`config.mk`:
```
export PLATFORM = sky130hd
export DESIGN_NAME = cmst_top
export DESIGN_NICKNAME = d
export VERILOG_FILES = /design/src/common/cmst_pkg.sv /design/src/common/cmst_tick_if.sv /design/src/rtl/cmst_top.sv /design/src/rtl/cmst_timebase.sv
export SDC_FILE = /design/constraint.sdc
export NUM_CORES = 1
export LEC_CHECK = 0
export BUFFER_PORTS_ARGS = -buffer_cell sky130_fd_sc_hd__buf_2
export CORE_UTILIZATION = 41
export DETAILED_ROUTE_END_ITERATION = 8
export PLACE_DENSITY = 0.57
export SYNTH_ARGS = -nofsm -noshare
export SYNTH_HDL_FRONTEND = slang
export SYNTH_SLANG_ARGS = --single-unit
```
`constraint.sdc`:
```
create_clock -name clk_sys_i -period 14.7 [get_ports clk_sys_i]
set_input_delay 2.205 -clock clk_sys_i [delete_from_list [all_inputs] [get_ports clk_sys_i]]
set_output_delay 2.205 -clock clk_sys_i [all_outputs]
set_load 0.005 [all_outputs]
```
`src/common/cmst_pkg.sv`:
```
// Purpose: shared constants and types for the command-mode and sleep timing block
// Assumes: 25 MHz system clock, one clock domain
// Notes: register indices double as the selector codes of the command port
//
// Functional notes
// - leave command mode after command_timeout x100 ms with no valid command
// - apply all pending settings whenever command mode ends, by exit or timeout
// - entry needs guard_time x1 ms of line silence before and after escapes
// - enter command mode only on silence, three escape characters, silence
// - escape_character is a programmable 8-bit value, default 0x2b
// - sleep_mode_select: 0 none, 1 pin, 4 cyclic, 5 cyclic with pin wake
// - sleep_options bit 6 modifies sleep behaviour beside the mode
// - sleep for sleep_period in 10 ms units, default 0xc8
// - option 0x40 keeps the link associated while asleep
// - option 0x100 must stay set; receptions never restart the wake timer
// - wait wake_host_delay ms after waking before sending to the host
// - any received serial character stops the wake-host delay at once
// - cyclic wake lasts cyclic_wake_time ms and new data never refreshes it
// - after wake time expires, finish pending transfers before sleeping
// - wait up to association_timeout ms for association before deep sleep
// - written settings stay pending until an apply action occurs

package cmst_pkg;

    // ==========================================================
    // timing
    localparam int CLK_HZ = 25_000_000;
    localparam int TIME_BASE_US = 1000;
    localparam int CYCLES_PER_MS = CLK_HZ / 1_000_000 * TIME_BASE_US;
    localparam int MS_PER_10MS = 10;
    localparam int TENS_PER_100MS = 10;

    // ==========================================================
    // types
    typedef logic [3:0] cmst_sel_t;
    typedef logic [23:0] cmst_word_t;

    // ==========================================================
    // register indices and execution selectors
    localparam int NUM_REGS = 9;
    localparam cmst_sel_t IDX_COMMAND_TIMEOUT = 4'h0;
    localparam cmst_sel_t IDX_GUARD_TIME = 4'h1;
    localparam cmst_sel_t IDX_ESCAPE_CHARACTER = 4'h2;
    localparam cmst_sel_t IDX_SLEEP_MODE_SELECT = 4'h3;
    localparam cmst_sel_t IDX_SLEEP_PERIOD = 4'h4;
    localparam cmst_sel_t IDX_SLEEP_OPTIONS = 4'h5;
    localparam cmst_sel_t IDX_WAKE_HOST_DELAY = 4'h6;
    localparam cmst_sel_t IDX_CYCLIC_WAKE_TIME = 4'h7;
    localparam cmst_sel_t IDX_ASSOCIATION_TIMEOUT = 4'h8;
    localparam cmst_sel_t SEL_APPLY_ACTION = 4'h9;
    localparam cmst_sel_t SEL_EXIT_COMMAND = 4'ha;

    // reset, minimum and maximum values, by index
    localparam cmst_word_t REG_RESET [NUM_REGS] = '{
        24'h000064, 24'h0003e8, 24'h00002b, 24'h000000, 24'h0000c8,
        24'h000100, 24'h000000, 24'h0007d0, 24'h002710};
    localparam cmst_word_t REG_MIN [NUM_REGS] = '{
        24'h000002, 24'h000002, 24'h000000, 24'h000000, 24'h000001,
        24'h000100, 24'h000000, 24'h000001, 24'h000001};
    localparam cmst_word_t REG_MAX [NUM_REGS] = '{
        24'h001770, 24'h000ce4, 24'h0000ff, 24'h000005, 24'h83d600,
        24'h0001ff, 24'h00ffff, 24'h36ee80, 24'h36ee80};

    // ==========================================================
    // field values
    localparam logic [7:0] SM_NONE = 8'h00;
    localparam logic [7:0] SM_PIN = 8'h01;
    localparam logic [7:0] SM_CYCLIC = 8'h04;
    localparam logic [7:0] SM_CYCLIC_PIN = 8'h05;
    localparam int SO_STAY_ASSOC_BIT = 6;
    localparam int SO_NO_RESTART_BIT = 8;

    // ==========================================================
    // state encodings, gray between neighbours in the listed order
    typedef enum logic [2:0] {
        CM_SILENCE = 3'h0,
        CM_ESC1 = 3'h1,
        CM_ESC2 = 3'h3,
        CM_POST = 3'h2,
        CM_CMD = 3'h6
    } cmst_cm_state_t;

    typedef enum logic [2:0] {
        SL_AWAKE = 3'h0,
        SL_ASSOC = 3'h1,
        SL_SLEEP = 3'h3,
        SL_WAKE = 3'h2,
        SL_DRAIN = 3'h6
    } cmst_sl_state_t;

endpackage

```
`src/common/cmst_tick_if.sv`:
```
// Purpose: carries the shared millisecond time-base ticks
// Assumes: all ticks are one-cycle pulses on clk_sys_i
// Notes: tick_10ms and tick_100ms coincide with a tick_1ms
`timescale 1ns/1ps
`default_nettype none

interface cmst_tick_if;
    logic tick_1ms;
    logic tick_10ms;
    logic tick_100ms;

    modport src (output tick_1ms, output tick_10ms, output tick_100ms);
    modport dst (input tick_1ms, input tick_10ms, input tick_100ms);
endinterface

`default_nettype wire

```
`src/rtl/cmst_top.sv`:
```
// Purpose: command-mode entry and exit, pending settings, sleep and wake timing
// Assumes: received bytes and commands come from parser logic on clk_sys_i
// Notes: sleep_pin_i is an asynchronous pin and is synchronised here
`timescale 1ns/1ps
`default_nettype none

module cmst_top #(
    parameter int CYCLES_PER_MS = cmst_pkg::CYCLES_PER_MS
) (
    input wire logic clk_sys_i,                     // system clock, 25 MHz
    input wire logic rst_i,                         // synchronous reset, active high
    input wire logic rx_valid_i,                    // one byte received from the host
    input wire logic [7:0] rx_byte_i,               // received byte value
    input wire logic cmd_valid_i,                   // decoded command strobe
    input wire logic cmd_write_i,                   // 1 write, 0 read
    input wire cmst_pkg::cmst_sel_t cmd_sel_i,      // register index or execution code
    input wire cmst_pkg::cmst_word_t cmd_wdata_i,   // value to write
    output cmst_pkg::cmst_word_t cmd_rdata_o,       // read value, valid with cmd_ok_o
    output logic cmd_ok_o,                          // command accepted pulse
    output logic cmd_err_o,                         // command refused pulse
    output logic cmd_mode_o,                        // command mode active
    output logic applied_o,                         // pending settings applied pulse
    input wire logic sleep_pin_i,                   // sleep request pin, high asks sleep
    input wire logic associated_i,                  // radio link associated
    input wire logic tx_busy_i,                     // transmission pending
    input wire logic rx_busy_i,                     // reception pending
    output logic asleep_o,                          // module is sleeping
    output logic radio_off_o,                       // radio released during sleep
    output logic stay_assoc_o,                      // sleeping but kept associated
    output logic host_hold_o                        // hold off serial output to host
);
    import cmst_pkg::*;

    // ==========================================================
    // decoding helpers
    function automatic logic value_ok(input cmst_sel_t idx, input cmst_word_t val);
        logic ok;
        ok = (val >= REG_MIN[idx]) && (val <= REG_MAX[idx]);
        if (idx == IDX_SLEEP_MODE_SELECT) begin
            ok = (val[7:0] == SM_NONE) || (val[7:0] == SM_PIN) ||
                 (val[7:0] == SM_CYCLIC) || (val[7:0] == SM_CYCLIC_PIN);
        end
        if (idx == IDX_SLEEP_OPTIONS) begin
            ok = ok && val[SO_NO_RESTART_BIT];
        end
        return ok;
    endfunction

    function automatic logic is_cyclic(input logic [7:0] mode);
        return (mode == SM_CYCLIC) || (mode == SM_CYCLIC_PIN);
    endfunction

    // ==========================================================
    // time base
    cmst_tick_if tick_bus ();

    cmst_timebase #(
        .CYCLES_PER_MS(CYCLES_PER_MS)
    ) u_timebase (
        .clk_sys_i(clk_sys_i),
        .rst_i(rst_i),
        .ticks(tick_bus.src)
    );

    wire tick_1ms = tick_bus.tick_1ms;
    wire tick_10ms = tick_bus.tick_10ms;
    wire tick_100ms = tick_bus.tick_100ms;

    // ==========================================================
    // pin synchroniser
    logic pin_meta;
    logic pin_sync;

    always_ff @(posedge clk_sys_i) begin
        if (rst_i) begin
            pin_meta <= 1'b0;
            pin_sync <= 1'b0;
        end else begin
            pin_meta <= sleep_pin_i;
            pin_sync <= pin_meta;
        end
    end

    // ==========================================================
    // settings: pending copy written by commands, active copy used by logic
    cmst_word_t pend [NUM_REGS];
    cmst_word_t act [NUM_REGS];
    logic [NUM_REGS-1:0] wr_en;
    logic apply;

    genvar gi;
    generate
        for (gi = 0; gi < NUM_REGS; gi++) begin : g_reg
            always_ff @(posedge clk_sys_i) begin
                if (rst_i) begin
                    pend[gi] <= REG_RESET[gi];
                end else if (wr_en[gi]) begin
                    pend[gi] <= cmd_wdata_i;
                end
            end

            // active values only move on an apply, never on the write itself
            always_ff @(posedge clk_sys_i) begin
                if (rst_i) begin
                    act[gi] <= REG_RESET[gi];
                end else if (apply) begin
                    act[gi] <= pend[gi];
                end
            end
        end
    endgenerate

    wire [15:0] cfg_timeout = act[IDX_COMMAND_TIMEOUT][15:0];
    wire [15:0] cfg_guard = act[IDX_GUARD_TIME][15:0];
    wire [7:0] cfg_escape = act[IDX_ESCAPE_CHARACTER][7:0];
    wire [7:0] cfg_mode = act[IDX_SLEEP_MODE_SELECT][7:0];
    wire [23:0] cfg_period = act[IDX_SLEEP_PERIOD];
    wire [15:0] cfg_options = act[IDX_SLEEP_OPTIONS][15:0];
    wire [15:0] cfg_host_delay = act[IDX_WAKE_HOST_DELAY][15:0];
    wire [23:0] cfg_wake = act[IDX_CYCLIC_WAKE_TIME];
    wire [23:0] cfg_assoc = act[IDX_ASSOCIATION_TIMEOUT];

    // ==========================================================
    // line silence, counted in whole milliseconds since the last byte
    logic [15:0] sil_ms;

    always_ff @(posedge clk_sys_i) begin
        if (rst_i) begin
            sil_ms <= 16'h0000;
        end else if (rx_valid_i) begin
            sil_ms <= 16'h0000;
        end else if (tick_1ms && (sil_ms != 16'hffff)) begin
            sil_ms <= sil_ms + 16'h0001;
        end
    end

    wire guard_met = (sil_ms >= cfg_guard);
    wire is_escape = rx_valid_i && (rx_byte_i == cfg_escape);

    // ==========================================================
    // command mode entry and exit
    cmst_cm_state_t cm_q;
    cmst_cm_state_t next_cm;
    logic [15:0] idle_cnt;

    wire in_cmd = (cm_q == CM_CMD);
    wire cmd_take = cmd_valid_i && in_cmd;
    wire sel_is_reg = (cmd_sel_i < 4'(NUM_REGS));
    wire cmd_timed_out = in_cmd && (idle_cnt >= cfg_timeout);
    wire exit_req = cmd_take && (cmd_sel_i == SEL_EXIT_COMMAND);
    wire cm_exit = in_cmd && (exit_req || cmd_timed_out);
    wire cmd_good = cmd_take && (cmd_sel_i == SEL_APPLY_ACTION || cmd_sel_i == SEL_EXIT_COMMAND ||
                                 (sel_is_reg && (!cmd_write_i || value_ok(cmd_sel_i, cmd_wdata_i))));

    assign apply = (cmd_take && (cmd_sel_i == SEL_APPLY_ACTION)) || cm_exit;

    always_comb begin
        next_cm = cm_q;
        case (cm_q)
            CM_SILENCE: begin
                // the first escape only counts after a full guard silence
                if (is_escape && guard_met) begin
                    next_cm = CM_ESC1;
                end
            end
            CM_ESC1: begin
                if (rx_valid_i) begin
                    next_cm = is_escape ? CM_ESC2 : CM_SILENCE;
                end
            end
            CM_ESC2: begin
                if (rx_valid_i) begin
                    next_cm = is_escape ? CM_POST : CM_SILENCE;
                end
            end
            CM_POST: begin
                if (rx_valid_i) begin
                    next_cm = CM_SILENCE;
                end else if (guard_met) begin
                    next_cm = CM_CMD;
                end
            end
            CM_CMD: begin
                if (cm_exit) begin
                    next_cm = CM_SILENCE;
                end
            end
            default: begin
                next_cm = CM_SILENCE;
            end
        endcase
    end

    always_ff @(posedge clk_sys_i) begin
        if (rst_i) begin
            cm_q <= CM_SILENCE;
        end else begin
            cm_q <= next_cm;
        end
    end

    // inactivity restarts on entry and on each accepted command
    always_ff @(posedge clk_sys_i) begin
        if (rst_i) begin
            idle_cnt <= 16'h0000;
        end else if (!in_cmd || cmd_good) begin
            idle_cnt <= 16'h0000;
        end else if (tick_100ms && (idle_cnt != 16'hffff)) begin
            idle_cnt <= idle_cnt + 16'h0001;
        end
    end

    // ==========================================================
    // command port answers
    always_comb begin
        for (int i = 0; i < NUM_REGS; i++) begin
            wr_en[i] = cmd_good && cmd_write_i && (cmd_sel_i == 4'(i));
        end
    end

    always_ff @(posedge clk_sys_i) begin
        if (rst_i) begin
            cmd_ok_o <= 1'b0;
            cmd_err_o <= 1'b0;
            cmd_rdata_o <= 24'h000000;
            applied_o <= 1'b0;
        end else begin
            cmd_ok_o <= cmd_good;
            // outside command mode every command is refused
            cmd_err_o <= cmd_valid_i && !cmd_good;
            if (cmd_good && !cmd_write_i && sel_is_reg) begin
                cmd_rdata_o <= pend[cmd_sel_i];
            end
            applied_o <= apply;
        end
    end

    assign cmd_mode_o = in_cmd;

    // ==========================================================
    // sleep sequencing
    cmst_sl_state_t sl_q;
    cmst_sl_state_t next_sl;
    logic [23:0] sl_tmr;
    logic [15:0] hd_cnt;

    wire mode_pin = (cfg_mode == SM_PIN);
    wire mode_cyc = is_cyclic(cfg_mode);
    wire pin_wake = (cfg_mode == SM_CYCLIC_PIN);
    wire xfer_busy = tx_busy_i || rx_busy_i;

    always_comb begin
        next_sl = sl_q;
        case (sl_q)
            SL_AWAKE: begin
                if (!in_cmd && mode_pin && pin_sync) begin
                    next_sl = SL_ASSOC;
                end else if (!in_cmd && mode_cyc) begin
                    next_sl = SL_WAKE;
                end
            end
            SL_ASSOC: begin
                if (!(mode_pin || mode_cyc) || (mode_pin && !pin_sync)) begin
                    next_sl = SL_AWAKE;
                end else if (associated_i || (sl_tmr >= cfg_assoc)) begin
                    next_sl = SL_SLEEP;
                end
            end
            SL_SLEEP: begin
                if (!(mode_pin || mode_cyc)) begin
                    next_sl = SL_AWAKE;
                end else if (mode_pin && !pin_sync) begin
                    next_sl = SL_AWAKE;
                end else if (mode_cyc && ((sl_tmr >= cfg_period) || (pin_wake && !pin_sync))) begin
                    next_sl = SL_WAKE;
                end
            end
            SL_WAKE: begin
                // the wake window is never refreshed by received data
                if (!mode_cyc) begin
                    next_sl = SL_AWAKE;
                end else if (sl_tmr >= cfg_wake) begin
                    next_sl = SL_DRAIN;
                end
            end
            SL_DRAIN: begin
                if (!mode_cyc) begin
                    next_sl = SL_AWAKE;
                end else if (!xfer_busy && !in_cmd) begin
                    next_sl = SL_ASSOC;
                end
            end
            default: begin
                next_sl = SL_AWAKE;
            end
        endcase
    end

    always_ff @(posedge clk_sys_i) begin
        if (rst_i) begin
            sl_q <= SL_AWAKE;
        end else begin
            sl_q <= next_sl;
        end
    end

    // one shared timer, cleared on each state change; sleep counts 10 ms, the others 1 ms
    wire sl_tick = (sl_q == SL_SLEEP) ? tick_10ms : tick_1ms;

    always_ff @(posedge clk_sys_i) begin
        if (rst_i) begin
            sl_tmr <= 24'h000000;
        end else if (next_sl != sl_q) begin
            sl_tmr <= 24'h000000;
        end else if (sl_tick && (sl_tmr != 24'hffffff)) begin
            sl_tmr <= sl_tmr + 24'h000001;
        end
    end

    // ==========================================================
    // wake-host delay
    wire wake_evt = (sl_q == SL_SLEEP) && (next_sl != SL_SLEEP);

    always_ff @(posedge clk_sys_i) begin
        if (rst_i) begin
            hd_cnt <= 16'h0000;
        end else if (wake_evt) begin
            hd_cnt <= cfg_host_delay;
        end else if (rx_valid_i) begin
            hd_cnt <= 16'h0000;
        end else if (tick_1ms && (hd_cnt != 16'h0000)) begin
            hd_cnt <= hd_cnt - 16'h0001;
        end
    end

    // ==========================================================
    // outputs
    wire sleeping = (sl_q == SL_SLEEP);

    assign asleep_o = sleeping;
    assign stay_assoc_o = sleeping && cfg_options[SO_STAY_ASSOC_BIT];
    assign radio_off_o = sleeping && !cfg_options[SO_STAY_ASSOC_BIT];
    assign host_hold_o = sleeping || (hd_cnt != 16'h0000);
endmodule

`default_nettype wire

```
`src/rtl/cmst_timebase.sv`:
```
// Purpose: free-running prescaler making 1, 10 and 100 ms ticks
// Assumes: CYCLES_PER_MS at least 2
// Notes: runs from reset and never stops, so every timeout shares one base
`timescale 1ns/1ps
`default_nettype none

module cmst_timebase #(
    parameter int CYCLES_PER_MS = cmst_pkg::CYCLES_PER_MS
) (
    input wire logic clk_sys_i,   // system clock
    input wire logic rst_i,       // synchronous reset, active high
    cmst_tick_if.src ticks        // tick outputs
);
    import cmst_pkg::*;

    localparam logic [23:0] CYC_LAST = 24'(CYCLES_PER_MS - 1);
    localparam logic [3:0] MS_LAST = 4'(MS_PER_10MS - 1);
    localparam logic [3:0] TEN_LAST = 4'(TENS_PER_100MS - 1);

    logic [23:0] cyc_cnt;
    logic [3:0] ms_cnt;
    logic [3:0] ten_cnt;
    logic tick_1ms_q;
    logic tick_10ms_q;
    logic tick_100ms_q;

    wire cyc_wrap = (cyc_cnt == CYC_LAST);
    wire ms_wrap = cyc_wrap && (ms_cnt == MS_LAST);
    wire ten_wrap = ms_wrap && (ten_cnt == TEN_LAST);

    // ==========================================================
    // cascade of counters
    always_ff @(posedge clk_sys_i) begin
        if (rst_i) begin
            cyc_cnt <= 24'h000000;
            ms_cnt <= 4'h0;
            ten_cnt <= 4'h0;
        end else begin
            cyc_cnt <= cyc_wrap ? 24'h000000 : cyc_cnt + 24'h000001;
            if (cyc_wrap) begin
                ms_cnt <= (ms_cnt == MS_LAST) ? 4'h0 : ms_cnt + 4'h1;
            end
            if (ms_wrap) begin
                ten_cnt <= (ten_cnt == TEN_LAST) ? 4'h0 : ten_cnt + 4'h1;
            end
        end
    end

    always_ff @(posedge clk_sys_i) begin
        if (rst_i) begin
            tick_1ms_q <= 1'b0;
            tick_10ms_q <= 1'b0;
            tick_100ms_q <= 1'b0;
        end else begin
            tick_1ms_q <= cyc_wrap;
            tick_10ms_q <= ms_wrap;
            tick_100ms_q <= ten_wrap;
        end
    end

    assign ticks.tick_1ms = tick_1ms_q;
    assign ticks.tick_10ms = tick_10ms_q;
    assign ticks.tick_100ms = tick_100ms_q;
endmodule

`default_nettype wire

```
Word-level counts from Yosys, hierarchy flattened
Memories as Yosys holds them, arrays and structs flattened. A register that Yosys moved wholly into a read port is not among the register bits.
Index checks and enable logic that the tools add are counted.
- bits in read-only memories: 768
- memories: 4
- output and inout bits: 32
- word-level logic and storage cells: 251
- RAM bits: 432
- flip-flop bits (word level): 118
- memory list (name ; words ; bits a word ; rd ports ; clocked after memory_dff ; write ports ; RTL line ; source):
    (no name shown) ; 16 ; 24 ; 1 ; 0 ; 0 ; cmst_top.sv:38 ; ok = (val >= REG_MIN[idx]) && (val <= REG_MAX[idx]);
    (no name shown) ; 16 ; 24 ; 1 ; 0 ; 0 ; cmst_top.sv:38 ;
    act ; 9 ; 24 ; 9 ; 0 ; 9 ; cmst_top.sv:87 ; cmst_word_t act [NUM_REGS];
    pend ; 9 ; 24 ; 10 ; 1 ; 9 ; cmst_top.sv:86 ; cmst_word_t pend [NUM_REGS];
- $add $sub $neg: 7
- reduce and logical (&&, ||, !) cells: 74
- equal/unequal tests: 38
- bitwise logic cells: 19
- multiplexer cells: 83
- magnitude comparators: 9
- operators by type and width (cell ; number):
    two-way mux 24 bit ; 22
    >= comparator 24 bit ; 4
    two-way mux 3 bit ; 17
    adder 24 x 1 -> 24 bit (second input constant) ; 2
    two-way mux 16 bit ; 3
    logical AND 1 bit ; 40
    two-way mux 1 bit ; 35
    adder 16 x 1 -> 16 bit (second input constant) ; 2
    equality test 8 x 3 -> 1 bit (second input constant) ; 4
    >= comparator 16 bit ; 2
    inequality test 16 bit (second input constant) ; 2
    one-hot mux 3 bit (5 select lines) ; 2
    equality test 24 x 15 -> 1 bit (second input constant) ; 1
    <= comparator 24 bit ; 1
    inequality test 24 bit (second input constant) ; 1
    equality test 4 bit (second input constant) ; 5
    bitwise OR 1 bit ; 18
    equality test 4 x 3 -> 1 bit (second input constant) ; 4
    equality test 8 x 1 -> 1 bit (second input constant) ; 2
    logical OR 1 bit ; 16
    nonzero test 16 bit ; 1
    subtractor 16 x 1 -> 16 bit (second input constant) ; 1
    equality test 3 x 2 -> 1 bit (second input constant) ; 4
    adder 4 x 1 -> 4 bit (second input constant) ; 2
    other kinds (22) ; 39

Logic depth before layout (Yosys ltp)
- depth after elaboration: 19
- depth in mapped cells: 21
- depth with buffers taken out: 16

Hierarchy
Synthesis repeated with hierarchy kept, for this count alone.
- cell total of the unflattened synthesis: 2283
- area total of the unflattened synthesis: 24933.9 µm²
- modules (own cells, without submodules) (module ; instances ; area each (µm²) ; cells each):
    cmst_top ; 1 ; 23247.3 ; 2086
    cmst_timebase ; 1 ; 1686.6 ; 197

Least setup slack after synthesis
OpenSTA, ideal clock, no wires.
- kind: input to register
- from: input port cmd_sel_i[0]
- to: memory pend[3][0] (netlist bit), enable pin
- required time: 14.290 ns
- arrival time: 7.067 ns
- stages: 19
- buffers on the path: 4
- path slack: 7.223 ns
- path through: clkbuf_1 -> buf_1 -> clkbuf_1 -> inv_1 -> ha_1 -> inv_1 -> a21oi_1 -> inv_1 -> a21o_1 -> ha_1 -> a21o_1 -> a21o_1 -> a21oi_1 -> nor3_1 -> o41ai_1 -> a32o_2 -> buf_4 -> nand2_1 -> o21bai_1
- RTL lines (item ; RTL line ; source):
    start, declared ; cmst_top.sv:16 ; input wire cmst_pkg::cmst_sel_t cmd_sel_i,
    end, declared ; cmst_top.sv:86 ;

==> summary.txt <==
Die
  – Row count: 88
  – Die height: 246 um
  – Die Footprint: 0.0604 mm^2
  – Ports: 77
  – Initial core utilization: 0.418
  – Core outline area: 0.0582 mm^2
  – Die X: 246 um

Synth
  – Mapped Area: 0.0244 mm^2
  – Yosys top cell area share: 0.435
  – Yosys cell types: 66
  – Yosys warning count: 0
  – Most frequent cell after synthesis: edfxtp_1
  – Seq cells post-synth: 495
  – Post-synth EDFFs: 353
  – Post-synthesis sequential area ratio: 0.552
  – Average cell area after synthesis: 11.1 um^2
  – Post-synth ARST share: 0
  – Top post-synthesis cells by area: edfxtp_1 44%, dfxtp_1 12%, ha_1 7.2%
  – Synth Flop Type: edfxtp_1
  – Mapped Cells: 2193
  – Synth area leader: edfxtp_1
  – Synth top cells by count: 353 x edfxtp_1, 258 x nor2_1, 168 x nand2_1

Timing
  – Sum of negative setup slack: 0 ns
  – Max_slew headroom: 0.0989
  – Final Hold Vio Count: 0
  – Slew Viols, Final: 0
  – Crit share post-route: 0.467
  – Fmax: 0.146 GHz
  – Worst-margin pin slew: 1.35 ns
  – Final min period: 6.86 ns
  – RSZ-0062 raised after global routing: false
  – Hold Slack: 0.451 ns
  – Clk_skew: 0.0198 ns
  – Endpoints failing setup: 0

Global route
  – Number of global-route vias before repair: 16500
  – Gr busiest metal: met2
  – Largest net degree at the start of global routing: 112
  – Global Route met1 Usage: 0.283
  – Initial antenna violation count: 4
  – Met2 GRT Util: 0.360
  – Grt total ovfl: 0
  – Global-route usage over all layers: 0.216
  – First-pass GRT wire length: 98.4 mm
  – GRT met3 Usage: 0.0279

Layout
  – Fraction of layout cells with a size suffix above 1: 0.0979
  – Fillers: 5286
  – Fin util: 0.466
  – Cell area after layout: 0.0272 mm^2
  – Total Nets Final: 2429
  – Area Overhead vs Synth: 11.5%

Place
  – HPWL after DPL: 46.3 mm
  – Number of port buffers: 76
  – Routability Congestion: 0.849
  – Area post-placement: 0.0254 mm^2

Clock network
  – Clock root buffer: clkbuf_16
  – Clk slew on worst S/H paths: 0.06 ns
  – Total CTS buffers: 54
  – CTS Hold Bufs: 0
  – Clk sinks: 495
  – Clock Latency Late Sink: 0.61 ns
  – Clk buf depth: 3
  – H-tree depth: 2
  – CTS tree: yes
  – CTS resizes: 0
  – # Post-CTS Setup Buffers: 0

Detailed routing
  – Drt first pass iters: 7
  – Total number of vias: 16600
  – Drt drc: 0
  – Routed vias/inst: 5.44
  – DR WL/cell: 21.1 um
  – Post-Route WL: 64.5 mm
  – DRT antenna net count: 0
  – Violation count after the first detailed-route iteration: 1350

Worst setup path
  – Critical path peak fanout: 46
  – Crit. End Element: flip-flop
  – CP arrival: 7.07 ns
  – Req. time, crit path: 14.92 ns
  – Worst setup SP type: input port
  – Worst Path Class, Setup: input port to flip-flop

Run status
  – Status: completed

Power and ir drop
  – Sequential Power Share: 0.508
  – Clock share of power: 0.438
  – Psw: 0.696 mW
  – Switch share: 0.229
  – PwrDens: 112 mW/mm^2
  – LEAKAGE: 10.6 nW
  – Pint: 2.34 mW
  – VDD IR max: 0.0000843 V
  – Comb power frac: 0.054

Hold path
  – Worst min-delay path class: flip-flop to flip-flop

Flow run
  – Max cap viols: 0
worst paths after layout:
kind	start	end	slack [ns]	cells after the start
worst max register to register	sl_tmr[0]	sl_tmr[17]	10.12	11
worst min register to register	cmd_rdata_o[11]	cmd_rdata_o[11]	0.45	2
worst min-delay path	cmd_rdata_o[11]	cmd_rdata_o[11]	0.45	2
worst max-delay path	cmd_sel_i[1]	pend[4][5]	7.84	17
cell usage in the layout, fill, tap and decap left out, types with 9 or more instances in the layout:
| cell type | count |
|---|---|
| nor4_1 | 18 |
| nand4_1 | 38 |
| o22ai_1 | 11 |
| a211oi_1 | 17 |
| a21oi_1 | 89 |
| nand2b_1 | 50 |
| nor3_1 | 29 |
| mux2i_1 | 44 |
| clkbuf_16 | 54 |
| clkinv_1 | 17 |
| and3_1 | 84 |
| clkinv_2 | 10 |
| nor2b_1 | 17 |
| buf_2 | 75 |
| nand2_1 | 168 |
| o21ai_0 | 48 |
| ha_1 | 141 |
| dfxtp_1 | 142 |
| inv_1 | 126 |
| nor2_1 | 258 |
| a31oi_1 | 9 |
| xor2_1 | 57 |
| mux4_2 | 38 |
| nand3_1 | 39 |
| and2_1 | 120 |
| buf_4 | 18 |
| xnor2_1 | 34 |
| edfxtp_1 | 353 |
| a221oi_1 | 10 |
| a21o_1 | 31 |
| or3_1 | 35 |
critical path, stage by stage:
cell and delay, ns:
buf_2 0.08, buf_4 0.53, inv_1 0.22, ha_1 0.38
inv_1 0.05, a21oi_1 0.22, inv_1 0.12, a21o_1 0.19
ha_1 0.30, a21o_1 0.19, a21o_1 0.17, a21oi_1 0.14
nor3_1 0.06, o41ai_1 0.46, a32o_2 0.50, nand2_1 0.19
o21bai_2 1.05
power groups by stage:
stage	Clock, mW	Sequential, mW	Combinational (mW)
final	1.33	1.54	0.165
after global routing	1.41	1.54	0.179
after CTS	1.35	1.54	0.165
after detailed placement	0	1.57	0.165
after global placement	0	1.57	0.162
after floorplan	0	1.56	0.103
routing by layer:
layer	wire [um]	part of all wire
met3	2870	0.044
met5	0	0
met4	2620	0.041
met1	28200	0.44
met2	30900	0.48
kinds of logic after synthesis:
logic type | count (synthesis) | share of synthesized area
AND/OR/NAND/NOR | 893 | 0.185
XOR/XNOR | 91 | 0.0327
buffers and inverters | 230 | 0.0373
other | 2 | 0.000308
adder cells (fa/ha/maj) | 141 | 0.0724
flip-flops | 495 | 0.552
AO/OA/AOI/OAI | 258 | 0.0668
multiplexers | 83 | 0.0537
per-stage QoR:
step / std cells / setup slack, ns / power [mW]
global route: 3055 / 7.52 / 3.13
global placement: 2952 / 7.34 / 1.73
detailed placement: 2952 / 7.23 / 1.74
floorplan: 2198 / 7.22 / 1.66
CTS: 3054 / 7.86 / 3.06
finish: 3057 / 7.84 / 3.03
state kept, by name, summed over array words and instances, names as in the netlist, 16 cells and up:
signal,count
sl_tmr,24
idle_cnt,16
hd_cnt,16
u_timebase.cyc_cnt,24
cmd_rdata_o,24
act,137
sil_ms,16
pend,216
area by class of cell:
class                   count  area (um^2)  area share
flip-flops and latches    495        13400       0.495
diodes                      3         7.51    0.000276
repair buffers             93          510      0.0188
clock buffers              66         1440      0.0529
multi-input cells        1473        10000       0.370
inverters                 126          473      0.0174
clock inverters            36          283      0.0104
well taps                 765          957      0.0353
(Power assumes the default switching activity.)
